**src/mdlc_pkg.sv**
```systemverilog
// constants, register map and timing for the modem line-control pin block
package mdlc_pkg;
   localparam int DW = 24;
   localparam int AW = 4;
   // =====================================================================
   // register offsets
   localparam logic [AW-1:0] REG_CTRL   = 4'h0;
   localparam logic [AW-1:0] REG_DIAL   = 4'h1;
   localparam logic [AW-1:0] REG_VOICE  = 4'h2;
   localparam logic [AW-1:0] REG_NVRAM  = 4'h3;
   localparam logic [AW-1:0] REG_STATUS = 4'h4;
   localparam logic [AW-1:0] REG_DIV    = 4'h5;
   // =====================================================================
   // control fields
   localparam int C_SYNC = 0;
   localparam int C_DCDFOLLOW = 1;
   localparam int C_RTSFOLLOW = 2;
   localparam int C_DTROPT = 3;
   localparam int C_LEASED = 5;
   localparam int C_AUTOANS = 6;
   localparam int C_EXTCLK = 7;
   localparam int C_FSK = 8;
   localparam int C_FAMILY = 9;
   localparam int C_OFFHOOK = 10;
   localparam int C_TEST = 11;
   localparam int C_RATE = 12;
   localparam logic [DW-1:0] CTRL_RST = 24'h000000;
   localparam logic [DW-1:0] DIV_RST  = 24'h0196E6;
   localparam logic [1:0] RATE_300  = 2'h0;
   localparam logic [1:0] RATE_1200 = 2'h1;
   localparam logic [1:0] RATE_2400 = 2'h2;
   localparam logic [1:0] DTR_D3 = 2'h3;
   localparam logic [1:0] DTR_D2 = 2'h2;
   localparam logic [1:0] DTR_D1 = 2'h1;
   localparam logic [1:0] DTR_D0 = 2'h0;
   localparam logic [15:0] ROM_LO = 16'h2000;
   localparam logic [15:0] ROM_HI = 16'h4000;
   // =====================================================================
   // synchronised pin inputs
   localparam int NIN = 12;
   localparam int I_TXD = 0;
   localparam int I_RTS = 1;
   localparam int I_DTR = 2;
   localparam int I_RING = 3;
   localparam int I_SWHOOK = 4;
   localparam int I_LLB = 5;
   localparam int I_RLB = 6;
   localparam int I_FSKSTRAP = 7;
   localparam int I_DUMB = 8;
   localparam int I_EXTACC = 9;
   localparam int I_EXTCLK = 10;
   localparam int I_NVDATA = 11;
   localparam logic [NIN-1:0] IN_RST = 12'h07F;
   localparam logic [2:0] SETTLE_CYC = 3'h5;
   // =====================================================================
   // timing
   localparam int CLK_MHZ = 250;
   localparam int BREAK_MS = 60;
   localparam int MAKE_MS = 40;
   localparam int VSW_US = 200;
   localparam int BREAK_CYC = BREAK_MS * CLK_MHZ * 1000;
   localparam int MAKE_CYC = MAKE_MS * CLK_MHZ * 1000;
   localparam int VSW_CYC = VSW_US * CLK_MHZ;
   typedef enum logic [1:0] {DIAL_IDLE, DIAL_BREAK, DIAL_MAKE} mdlc_dial_t;
endpackage : mdlc_pkg

```
**src/mdlc_top.sv**
```systemverilog
// modem terminal-side and line-side control pin logic
`timescale 1ns/1ns
module mdlc_top #(
   parameter int BREAK_CYCLES = mdlc_pkg::BREAK_CYC,
   parameter int MAKE_CYCLES  = mdlc_pkg::MAKE_CYC,
   parameter int VSW_CYCLES   = mdlc_pkg::VSW_CYC
) (
   // clock and reset
   input  wire logic                      core_clk,
   input  wire logic                      srst,
   // register port
   input  wire logic [mdlc_pkg::AW-1:0]   regAddr,
   input  wire logic [mdlc_pkg::DW-1:0]   regWrData,
   input  wire logic                      regWrStb,
   input  wire logic                      regRdStb,
   output logic      [mdlc_pkg::DW-1:0]   regRdData,
   // modem core side
   input  wire logic                      rxBitIn,
   input  wire logic                      rxBitStb,
   input  wire logic                      carrierValid,
   input  wire logic                      answerTone,
   input  wire logic                      txReady,
   input  wire logic [15:0]               memAddr,
   output logic                           txBitOut,
   output logic                           txBitValid,
   output logic                           cmdStatePulse,
   output logic                           initPulse,
   output logic                           fsk103Sel,
   output logic                           memOnChip,
   output logic [1:0]                     loopMode,
   // terminal pins
   input  wire logic                      txdIn,
   input  wire logic                      rtsN,
   input  wire logic                      dtrN,
   input  wire logic                      extTxTimingIn,
   output logic                           txClockOut,
   output logic                           rxClockOut,
   output logic                           rxdOut,
   output logic                           ctsN,
   output logic                           dsrN,
   output logic                           dcdN,
   output logic                           speedIndN,
   output logic                           maintenanceIndicatorN,
   output logic                           autoAnswerIndicatorN,
   input  wire logic                      localLoopbackN,
   input  wire logic                      remoteLoopbackN,
   // line pins
   input  wire logic                      ringN,
   input  wire logic                      switchHookIn,
   output logic                           hookControlOut,
   output logic                           auxRelayOut,
   // straps
   input  wire logic                      fskVariantStrap,
   input  wire logic                      dumbStrap,
   input  wire logic                      externalAccessStrap,
   // serial memory pins
   input  wire logic                      nvramDataIn,
   output logic                           nvramDataOut,
   output logic                           nvramDataOeN,
   output logic                           nvramClockOut,
   output logic                           nvramCeOut
);
   import mdlc_pkg::*;

   // =====================================================================
   // input synchronisers: three stages, accept when stages two and three agree
   logic [NIN-1:0] pinRaw;
   logic [NIN-1:0] s1_q, s2_q, s3_q, filt_q, filtPrev_q;
   logic [2:0]     settle_q;
   logic           settled;

   assign pinRaw = {nvramDataIn, extTxTimingIn, externalAccessStrap, dumbStrap,
                    fskVariantStrap, remoteLoopbackN, localLoopbackN, switchHookIn,
                    ringN, dtrN, rtsN, txdIn};

   genvar gi;
   generate
      for (gi = 0; gi < NIN; gi++) begin : g_sync
         always_ff @(posedge core_clk) begin
            if (srst) begin
               s1_q[gi]       <= IN_RST[gi];
               s2_q[gi]       <= IN_RST[gi];
               s3_q[gi]       <= IN_RST[gi];
               filt_q[gi]     <= IN_RST[gi];
               filtPrev_q[gi] <= IN_RST[gi];
            end else begin
               s1_q[gi]       <= pinRaw[gi];
               s2_q[gi]       <= s1_q[gi];
               s3_q[gi]       <= s2_q[gi];
               if (s2_q[gi] == s3_q[gi]) begin
                  filt_q[gi] <= s3_q[gi];
               end
               filtPrev_q[gi] <= filt_q[gi];
            end
         end
      end
   endgenerate

   // edges are ignored until the filters have seen real pin levels
   always_ff @(posedge core_clk) begin
      if (srst) begin
         settle_q <= 3'h0;
      end else if (settle_q != SETTLE_CYC) begin
         settle_q <= settle_q + 3'h1;
      end
   end
   assign settled = (settle_q == SETTLE_CYC);

   logic dumb, ringing, dtrRise, swHookEdge;
   assign dumb       = filt_q[I_DUMB];
   assign dtrRise    = settled && filt_q[I_DTR] && !filtPrev_q[I_DTR];
   assign swHookEdge = settled && (filt_q[I_SWHOOK] != filtPrev_q[I_SWHOOK]);
   // the external transmit clock is used as a level; its rises are found on txClockOut

   // =====================================================================
   // register file
   logic [DW-1:0] ctrl_q, div_q;
   logic [3:0]    nvram_q;
   logic          cmdEvt_q, initEvt_q;
   logic          wrOk, statusRd;
   logic          syncMode;
   logic [1:0]    dtrOpt, rate;

   assign wrOk     = regWrStb && !dumb;
   assign statusRd = regRdStb && (regAddr == REG_STATUS);
   assign syncMode = ctrl_q[C_SYNC];
   assign dtrOpt   = ctrl_q[C_DTROPT +: 2];
   assign rate     = ctrl_q[C_RATE +: 2];
   assign ringing  = !filt_q[I_RING] && !ctrl_q[C_LEASED];

   // terminal-ready drop (dtrN rising) under option 3 reloads configuration
   always_ff @(posedge core_clk) begin
      if (srst || (dtrRise && dtrOpt == DTR_D3)) begin
         ctrl_q <= CTRL_RST;
         div_q  <= DIV_RST;
      end else if (wrOk && regAddr == REG_CTRL) begin
         ctrl_q <= regWrData;
      end else if (wrOk && regAddr == REG_DIV) begin
         div_q <= regWrData;
      end
   end

   // memory pins are driven by software, bit by bit
   always_ff @(posedge core_clk) begin
      if (srst) begin
         nvram_q <= 4'h0;
      end else if (wrOk && regAddr == REG_NVRAM) begin
         nvram_q <= regWrData[3:0];
      end
   end

   always_ff @(posedge core_clk) begin
      if (srst) begin
         nvramClockOut <= 1'b0;
         nvramDataOut  <= 1'b0;
         nvramDataOeN  <= 1'b1;
         nvramCeOut    <= 1'b0;
      end else begin
         nvramClockOut <= nvram_q[0];
         nvramDataOut  <= nvram_q[1];
         nvramDataOeN  <= !nvram_q[2];
         nvramCeOut    <= nvram_q[3];
      end
   end

   // sticky events: a new event beats a clearing read in the same cycle
   always_ff @(posedge core_clk) begin
      if (srst) begin
         cmdEvt_q  <= 1'b0;
         initEvt_q <= 1'b0;
      end else begin
         if (dtrRise && (dtrOpt == DTR_D2 || dtrOpt == DTR_D1)) begin
            cmdEvt_q <= 1'b1;
         end else if (statusRd) begin
            cmdEvt_q <= 1'b0;
         end
         if (dtrRise && dtrOpt == DTR_D3) begin
            initEvt_q <= 1'b1;
         end else if (statusRd) begin
            initEvt_q <= 1'b0;
         end
      end
   end

   always_ff @(posedge core_clk) begin
      if (srst) begin
         cmdStatePulse <= 1'b0;
         initPulse     <= 1'b0;
      end else begin
         cmdStatePulse <= dtrRise && dtrOpt != DTR_D0 && dtrOpt != DTR_D3;
         initPulse     <= dtrRise && dtrOpt == DTR_D3;
      end
   end

   // =====================================================================
   // voice/data state and switch-hook toggle
   logic        voice_q;
   logic [31:0] vswCnt_q;

   always_ff @(posedge core_clk) begin
      if (srst) begin
         voice_q  <= 1'b0;
         vswCnt_q <= 32'h0;
      end else if (wrOk && regAddr == REG_VOICE) begin
         voice_q  <= regWrData[0];
         vswCnt_q <= 32'(VSW_CYCLES);
      end else begin
         if (vswCnt_q != 32'h0) begin
            vswCnt_q <= vswCnt_q - 32'h1;
         end else if (swHookEdge) begin
            voice_q <= !voice_q;
         end
      end
   end

   // =====================================================================
   // pulse dialing engine
   mdlc_dial_t  dial_q;
   logic [3:0]  pulses_q;
   logic [31:0] dialCnt_q;

   always_ff @(posedge core_clk) begin
      if (srst) begin
         dial_q    <= DIAL_IDLE;
         pulses_q  <= 4'h0;
         dialCnt_q <= 32'h0;
      end else begin
         case (dial_q)
            DIAL_IDLE: begin
               if (wrOk && regAddr == REG_DIAL && regWrData[3:0] != 4'h0) begin
                  pulses_q  <= regWrData[3:0];
                  dialCnt_q <= 32'(BREAK_CYCLES);
                  dial_q    <= DIAL_BREAK;
               end
            end
            DIAL_BREAK: begin
               if (dialCnt_q <= 32'h1) begin
                  dialCnt_q <= 32'(MAKE_CYCLES);
                  pulses_q  <= pulses_q - 4'h1;
                  dial_q    <= DIAL_MAKE;
               end else begin
                  dialCnt_q <= dialCnt_q - 32'h1;
               end
            end
            DIAL_MAKE: begin
               if (dialCnt_q > 32'h1) begin
                  dialCnt_q <= dialCnt_q - 32'h1;
               end else if (pulses_q != 4'h0) begin
                  dialCnt_q <= 32'(BREAK_CYCLES);
                  dial_q    <= DIAL_BREAK;
               end else begin
                  dial_q <= DIAL_IDLE;
               end
            end
            default: begin
               dial_q <= DIAL_IDLE;
            end
         endcase
      end
   end

   // =====================================================================
   // line, handshake and indicator outputs
   logic offHook, autoAnsEff, higherRate;
   logic [1:0] loopSel;

   assign offHook    = !hookControlOut;
   assign autoAnsEff = ctrl_q[C_AUTOANS] && (dtrOpt != DTR_D2 || !filt_q[I_DTR]);
   assign higherRate = ctrl_q[C_FAMILY] ? (rate == RATE_1200) : (rate == RATE_2400);
   // 1: analog local, 2: remote, 3: digital local
   assign loopSel    = {!filt_q[I_RLB], !filt_q[I_LLB]};

   always_ff @(posedge core_clk) begin
      if (srst) begin
         hookControlOut        <= 1'b1;
         auxRelayOut           <= 1'b0;
         ctsN                  <= 1'b1;
         dsrN                  <= 1'b1;
         dcdN                  <= 1'b1;
         speedIndN             <= 1'b1;
         maintenanceIndicatorN <= 1'b1;
         autoAnswerIndicatorN  <= 1'b1;
         loopMode              <= 2'h0;
      end else begin
         hookControlOut <= (dial_q == DIAL_BREAK) ||
                           (dial_q == DIAL_IDLE && !ctrl_q[C_OFFHOOK]);
         auxRelayOut    <= voice_q;
         if (syncMode && ctrl_q[C_RTSFOLLOW]) begin
            ctsN <= !(txReady && !filt_q[I_RTS]);
         end else begin
            ctsN <= !txReady;
         end
         dsrN <= !(offHook && !voice_q && answerTone);
         if (syncMode || ctrl_q[C_DCDFOLLOW]) begin
            dcdN <= !carrierValid;
         end else begin
            dcdN <= 1'b0;
         end
         speedIndN             <= !higherRate;
         loopMode              <= settled ? loopSel : 2'h0;
         maintenanceIndicatorN <= !(loopMode != 2'h0 || ctrl_q[C_TEST]);
         autoAnswerIndicatorN  <= !(autoAnsEff || ringing);
      end
   end

   // fsk variant and memory routing follow the straps
   always_ff @(posedge core_clk) begin
      if (srst) begin
         fsk103Sel <= 1'b0;
         memOnChip <= 1'b0;
      end else begin
         fsk103Sel <= ctrl_q[C_FSK] && rate == RATE_300 && filt_q[I_FSKSTRAP];
         memOnChip <= filt_q[I_EXTACC] && memAddr >= ROM_LO && memAddr < ROM_HI;
      end
   end

   // =====================================================================
   // transmit clock and data sampling
   logic [DW-1:0] txCnt_q;
   logic          txClkNext;

   // internal clock: low for the first half period, rising half way, falling at wrap
   always_ff @(posedge core_clk) begin
      if (srst || !syncMode || txCnt_q >= div_q - 24'h1) begin
         txCnt_q <= 24'h0;
      end else begin
         txCnt_q <= txCnt_q + 24'h1;
      end
   end

   always_comb begin
      if (!syncMode) begin
         txClkNext = 1'b1;
      end else if (ctrl_q[C_EXTCLK]) begin
         txClkNext = filt_q[I_EXTCLK];
      end else begin
         txClkNext = (txCnt_q >= (div_q >> 1));
      end
   end

   always_ff @(posedge core_clk) begin
      if (srst) begin
         txClockOut <= 1'b1;
         txBitOut   <= 1'b1;
         txBitValid <= 1'b0;
      end else begin
         txClockOut <= txClkNext;
         // the terminal sees our edge; data is taken from the filtered pin
         txBitValid <= syncMode && txClkNext && !txClockOut;
         if (syncMode && txClkNext && !txClockOut) begin
            txBitOut <= filt_q[I_TXD];
         end
      end
   end

   // =====================================================================
   // receive data and clock
   logic [DW-1:0] rxCnt_q;

   always_ff @(posedge core_clk) begin
      if (srst) begin
         rxdOut     <= 1'b1;
         rxClockOut <= 1'b1;
         rxCnt_q    <= 24'h0;
      end else if (!syncMode) begin
         rxdOut     <= rxBitIn;
         rxClockOut <= 1'b1;
         rxCnt_q    <= 24'h0;
      end else if (rxBitStb) begin
         rxdOut     <= rxBitIn;
         rxClockOut <= 1'b0;
         rxCnt_q    <= div_q >> 1;
      end else if (rxCnt_q > 24'h1) begin
         rxCnt_q <= rxCnt_q - 24'h1;
      end else if (rxCnt_q == 24'h1) begin
         rxCnt_q    <= 24'h0;
         rxClockOut <= 1'b1;
      end
   end

   // =====================================================================
   // read port: data in the cycle after the strobe, zero elsewhere
   always_ff @(posedge core_clk) begin
      if (srst) begin
         regRdData <= 24'h0;
      end else if (regRdStb) begin
         case (regAddr)
            REG_CTRL:   regRdData <= ctrl_q;
            REG_DIV:    regRdData <= div_q;
            REG_VOICE:  regRdData <= {23'h0, voice_q};
            REG_DIAL:   regRdData <= {20'h0, pulses_q};
            REG_NVRAM:  regRdData <= {19'h0, filt_q[I_NVDATA], nvram_q};
            REG_STATUS: regRdData <= {14'h0, filt_q[I_FSKSTRAP], dumb,
                                      !filt_q[I_DTR], loopMode, initEvt_q,
                                      cmdEvt_q, dial_q != DIAL_IDLE,
                                      voice_q, ringing};
            default:    regRdData <= 24'h0;
         endcase
      end else begin
         regRdData <= 24'h0;
      end
   end

endmodule : mdlc_top

```
**config.mk**
```make
export PLATFORM = sky130hd
export DESIGN_NAME = mdlc_top
export DESIGN_NICKNAME = d
export VERILOG_FILES = /design/src/mdlc_pkg.sv /design/src/mdlc_top.sv
export SDC_FILE = /design/constraint.sdc
export NUM_CORES = 1
export LEC_CHECK = 0
export BUFFER_PORTS_ARGS = -buffer_cell sky130_fd_sc_hd__buf_2
export CORE_AREA = 2 2 165 151
export DETAILED_ROUTE_END_ITERATION = 6
export DIE_AREA = 0 0 167 153
export PLACE_DENSITY = 0.74
export RECOVER_POWER = 100
export SLEW_MARGIN = 30
export SYNTH_ARGS = -nofsm -noshare
export SYNTH_HDL_FRONTEND = slang
export SYNTH_SLANG_ARGS = --single-unit
```
**constraint.sdc**
```tcl
create_clock -name core_clk -period 4.5 [get_ports core_clk]
set_input_delay 0.225 -clock core_clk [delete_from_list [all_inputs] [get_ports core_clk]]
set_output_delay 0.225 -clock core_clk [all_outputs]
set_load 0.1 [all_outputs]
```
# After elaboration in Yosys (flattened, before gate mapping)
# Cells that the tools add are included.
# W data, S select, Z words.
# totals
reg_bits,273
out_inout_bits,47
# classes
n_addsub,7
magnitude_cmp,7
eq_ne,37
mux,35
n_bitwise,4
reduce_logical,87
# op_table
cell,count
$pmux W24 S6,1
$mux W32,4
$pmux W32 S3,1
$sub A32 B1 Y32 const B,2
$mux W24,2
$sub A24 B1 Y24 const B,2
$gt A32 B1 Y1 const B,1
$le A32 B1 Y1 const B,1
$mux W16,2
$reduce_bool A32 Y1,1
$logic_and A1 B1 Y1,28
$add A24 B1 Y24 const B,1
$eq A24 B1 Y1 const B,1
$ge A24 B23 Y1,1
$ge A24 B24 Y1,1
$gt A24 B1 Y1 const B,1
$mux W23,1
$logic_not A1 Y1,21
$reduce_bool A2 Y1,10
$mux W1,17
$ge A16 B14 Y1 const B,1
$lt A16 B15 Y1 const B,1
$ne A2 B2 Y1 const B,8
$eq A1 B1 Y1,12
other kinds (24),56

# Logic depth before layout (Yosys ltp)
# logic_depth
depth_word,6
mapped_depth,15
depth_no_buf,14

# Worst setup path after synthesis
# OpenSTA, ideal clock, no wires.
# synth_path
kind,flip-flop to flip-flop
start,reg div_q[2]
end,reg txCnt_q[10]
arrival_ns,3.329
required_ns,4.422
setup_slack_ns,1.093
stages_incl_launch_ff,15
n_path_buf,1
synth_period_minus_slack_ns,3.407
cell_sequence,dfxtp_1 nor3_1 nand4_1 nor4_1 nand2_1 nor3_1 xnor2_1 ha_1 a21o_1 a21o_1 a2111oi_0 o21a_1 clkbuf_1 nand2_1 nor3_1
# synth_via
elab_chain_cells,3
# synth_lines
item,line_no,source
from (decl),mdlc_top.sv:117,"logic [DW-1:0] ctrl_q, div_q;"
from (signal assigned),mdlc_top.sv:139,div_q <= regWrData;
$sub A24 B1 Y24,mdlc_top.sv:324,if (srst || !syncMode || txCnt_q >= div_q - 24'h1) begin
$ge A24 B24 Y1,mdlc_top.sv:324,
$logic_or A1 B1 Y1,mdlc_top.sv:324,
to (signal assigned),mdlc_top.sv:327,txCnt_q <= txCnt_q + 24'h1;
to (decl),mdlc_top.sv:319,logic [DW-1:0] txCnt_q;
# No other way between the ends.
# A chain may end at the register's enable or synchronous reset.

# Final worst setup path
# Ends and elaborated chain as after synthesis.

==> qor.txt <==
CP max FO = 24
dpl hpwl = 23,300 um
Cell Count, Final, Fillers Out = 1,984
area share of the leading cell type in the synthesized netlist = 42.1%
Final Max Tran Viols = 102
status = finished, violations left
Pwr Density = 597 nW/um^2
switch share = 38.2%
Cell Area, Synth = 13,000 um^2
number of H-tree levels = 1
Total GRT Usage = 26.0%
via count = 11,600
Layout Nets = 1,786
Final Skew = 0.0205 ns
post-route ant nets = 0
failing checks = capacitance limit, slew limit
Worst slew margin = -57.6%
# placed instances = 1,893
Max-Cap Viols = 2
top post-synthesis cells by count = dfxtp_1 (273), nand2_1 (192), nor2_1 (150)
vias in the first global route = 10,700
Crit path arrival time = 4.30 ns
Fmax = 261 MHz
DRT iter0 DRCs = 1,146
hold buffers post-CTS = 42
worst skew pair latency = 0.57 ns
layout cells sized above 1 = 10.1%
die height = 153 um
Cells after Synth = 1,537
sequential area share after synthesis = 42.1%
yosys warns = 0
Resized cells post-CTS = 0
Max VDD drop = 512 uV
WHS = 0.0878 ns
Vias/cell = 5.86
Die Wd = 167 um
CTS Buf Count = 28
Synth Register Bits = 273
post-synthesis cell type count = 76
CTS root buf = clkbuf_16
initial antenna violation count = 3
Final Setup Violations = 0
critical path endpoint category = flop
largest cells by area after synthesis = dfxtp_1 (42%), ha_1 (6.2%), nand2_1 (5.6%)
worst-margin pin slew = 2.36 ns
overall routed net length = 33,900 um
Placer Congestion = 0.919
Tmin final = 3.83 ns
largest net degree at the start of global routing = 63
number of remaining DRC errors = 0
Starting Density = 54.4%
cell type with the largest total area after synthesis = dfxtp_1
Design Power = 8.99 mW
Async S/R FF share, synth = 0%
core box area = 23,900 um^2
internal cell power = 5.55 mW
main flop type after synthesis = dfxtp_1
Clock power frac = 28.1%
# port buffers = 98
P&R area growth vs syn = 16.1%
kind of start point of the critical path = flop
drt wl/cell = 17.1 um
CTS clk-pin slew, worst paths = 0.06 ns
row count = 54
post-route cell area = 15,100 um^2
Final period util = 85.0%
final hold vios = 0
Post-Syn Area per Cell = 8.44 um^2
# clock sinks = 273
sum of negative setup slack = 0 ns
top-count cell post-synth = dfxtp_1
Worst Path Required = 4.97 ns
sw power = 3.43 mW
DRT Pass-1 Iters = 5
unrepaired setup endpoints after global routing = false
syn nets = 1,666
I/O pin count = 112
EDFF count, synth = 0
Hold WC Path Type = in2reg
CP Class = reg2reg
n_diodes = 0
Post-DP Area = 13,800 um^2
Reg power frac = 33.5%
Combinational Power Share = 38.4%
GRT overflow = 0
full die area = 25,600 um^2
clk buf depth = 3
post-CTS setup buffer count = 0
first-pass GRT wire length = 55,000 um
Pleak = 5.82 nW
CTS tree = yes
cell families (layout without fill, tap and decap cells):
logic type | count (synthesis) | after routing | share of synthesized area [%]
muxes | 8 | 8 | 0.637
adders and majority gates | 64 | 64 | 6.17
AOI/OAI and AO/OA | 298 | 298 | 14.3
buffers and inverters | 118 | 257 | 3.50
DFF | 273 | 273 | 42.1
and+or+nand+nor | 671 | 671 | 26.1
xor gates and xnor gates | 105 | 105 | 7.09
layout make-up:
class | instances | area, um^2
Inverter | 45 | 169
Multi-Input combinational cell | 1146 | 7040
Clock buffer | 33 | 749
Tap cell | 308 | 385
Fill cell | 2010 | 8790
Timing Repair Buffer | 163 | 991
Sequential cell | 273 | 5470
Clock inverter | 16 | 265
sequential cells by signal, indices dropped and copies added (netlist names), 24 cells and up:
register / cells
rxCnt_q: 24
regRdData: 24
dialCnt_q: 32
ctrl_q: 24
vswCnt_q: 32
div_q: 24
txCnt_q: 24
per-stage QoR:
step | utilization (%) | setup WS, ns
floorplan | - | 1.09
global placement | 57.7 | 1.00
detailed placement | 57.7 | 0.967
CTS | 63.7 | 0.902
global route | 63.2 | 0.330
finish | 63.2 | 0.674
power by group through the flow:
stage / Combinational [mW] / Clock [mW] / Sequential (mW)
global route: 3.80 / 2.64 / 3.05
finish: 3.45 / 2.53 / 3.01
CTS: 3.46 / 2.56 / 3.00
floorplan: 2.66 / 0 / 3.01
detailed placement: 3.39 / 0 / 3.05
global placement: 3.32 / 0 / 3.03
worst max-delay path: stages (launching register included):
cell and delay, ns:
dfxtp_1 0.37, nor3_1 0.34, nand4_1 0.18, nor4_1 0.25, buf_4 0.20, nand2_1 0.09
nor3_1 0.20, xnor2_1 0.14, ha_1 0.26, a21o_1 0.19, a21o_1 0.18, a2111oi_0 0.43
o21a_1 0.19, clkbuf_2 0.42, nand2_1 0.12, nor3_1 0.16
final timing paths:
check                         from  slack (ns)                      to  cells past startpoint
max          div_q[2]$_SDFFE_PP1P_        0.67  txCnt_q[10]$_SDFF_PP0_                     15
min                       regRdStb        0.09  initEvt_q$_SDFFE_PP0P_                      3
max reg2reg  div_q[2]$_SDFFE_PP1P_        0.67  txCnt_q[10]$_SDFF_PP0_                     15
min reg2reg     s1_q[2]$_SDFF_PP1_        0.41      s2_q[2]$_SDFF_PP1_                      1
metal layers:
layer	vias to the layer above	global-route usage (%)	routed length (um)	share of wire [%]
li1	5650	-	-	-
met5	-	0	25	0.074
met1	5421	36.6	15100	45
met4	4	7.10	883	2.6
met3	64	4.71	2770	8.2
met2	496	41.1	15200	45
cells in the final DEF, fill, tap and decap left out, types with 43 or more instances in the layout:
cell,netlist,final
dfxtp_1,273,273
buf_2,9,50
o21ai_0,43,43
clkbuf_1,63,58
xnor2_1,63,63
nor2_1,150,150
nand2_1,192,191
a21oi_1,128,128
nor3_1,80,79
inv_1,44,44
ha_1,64,64
Note: power is estimated with default switching activity, not from simulation.
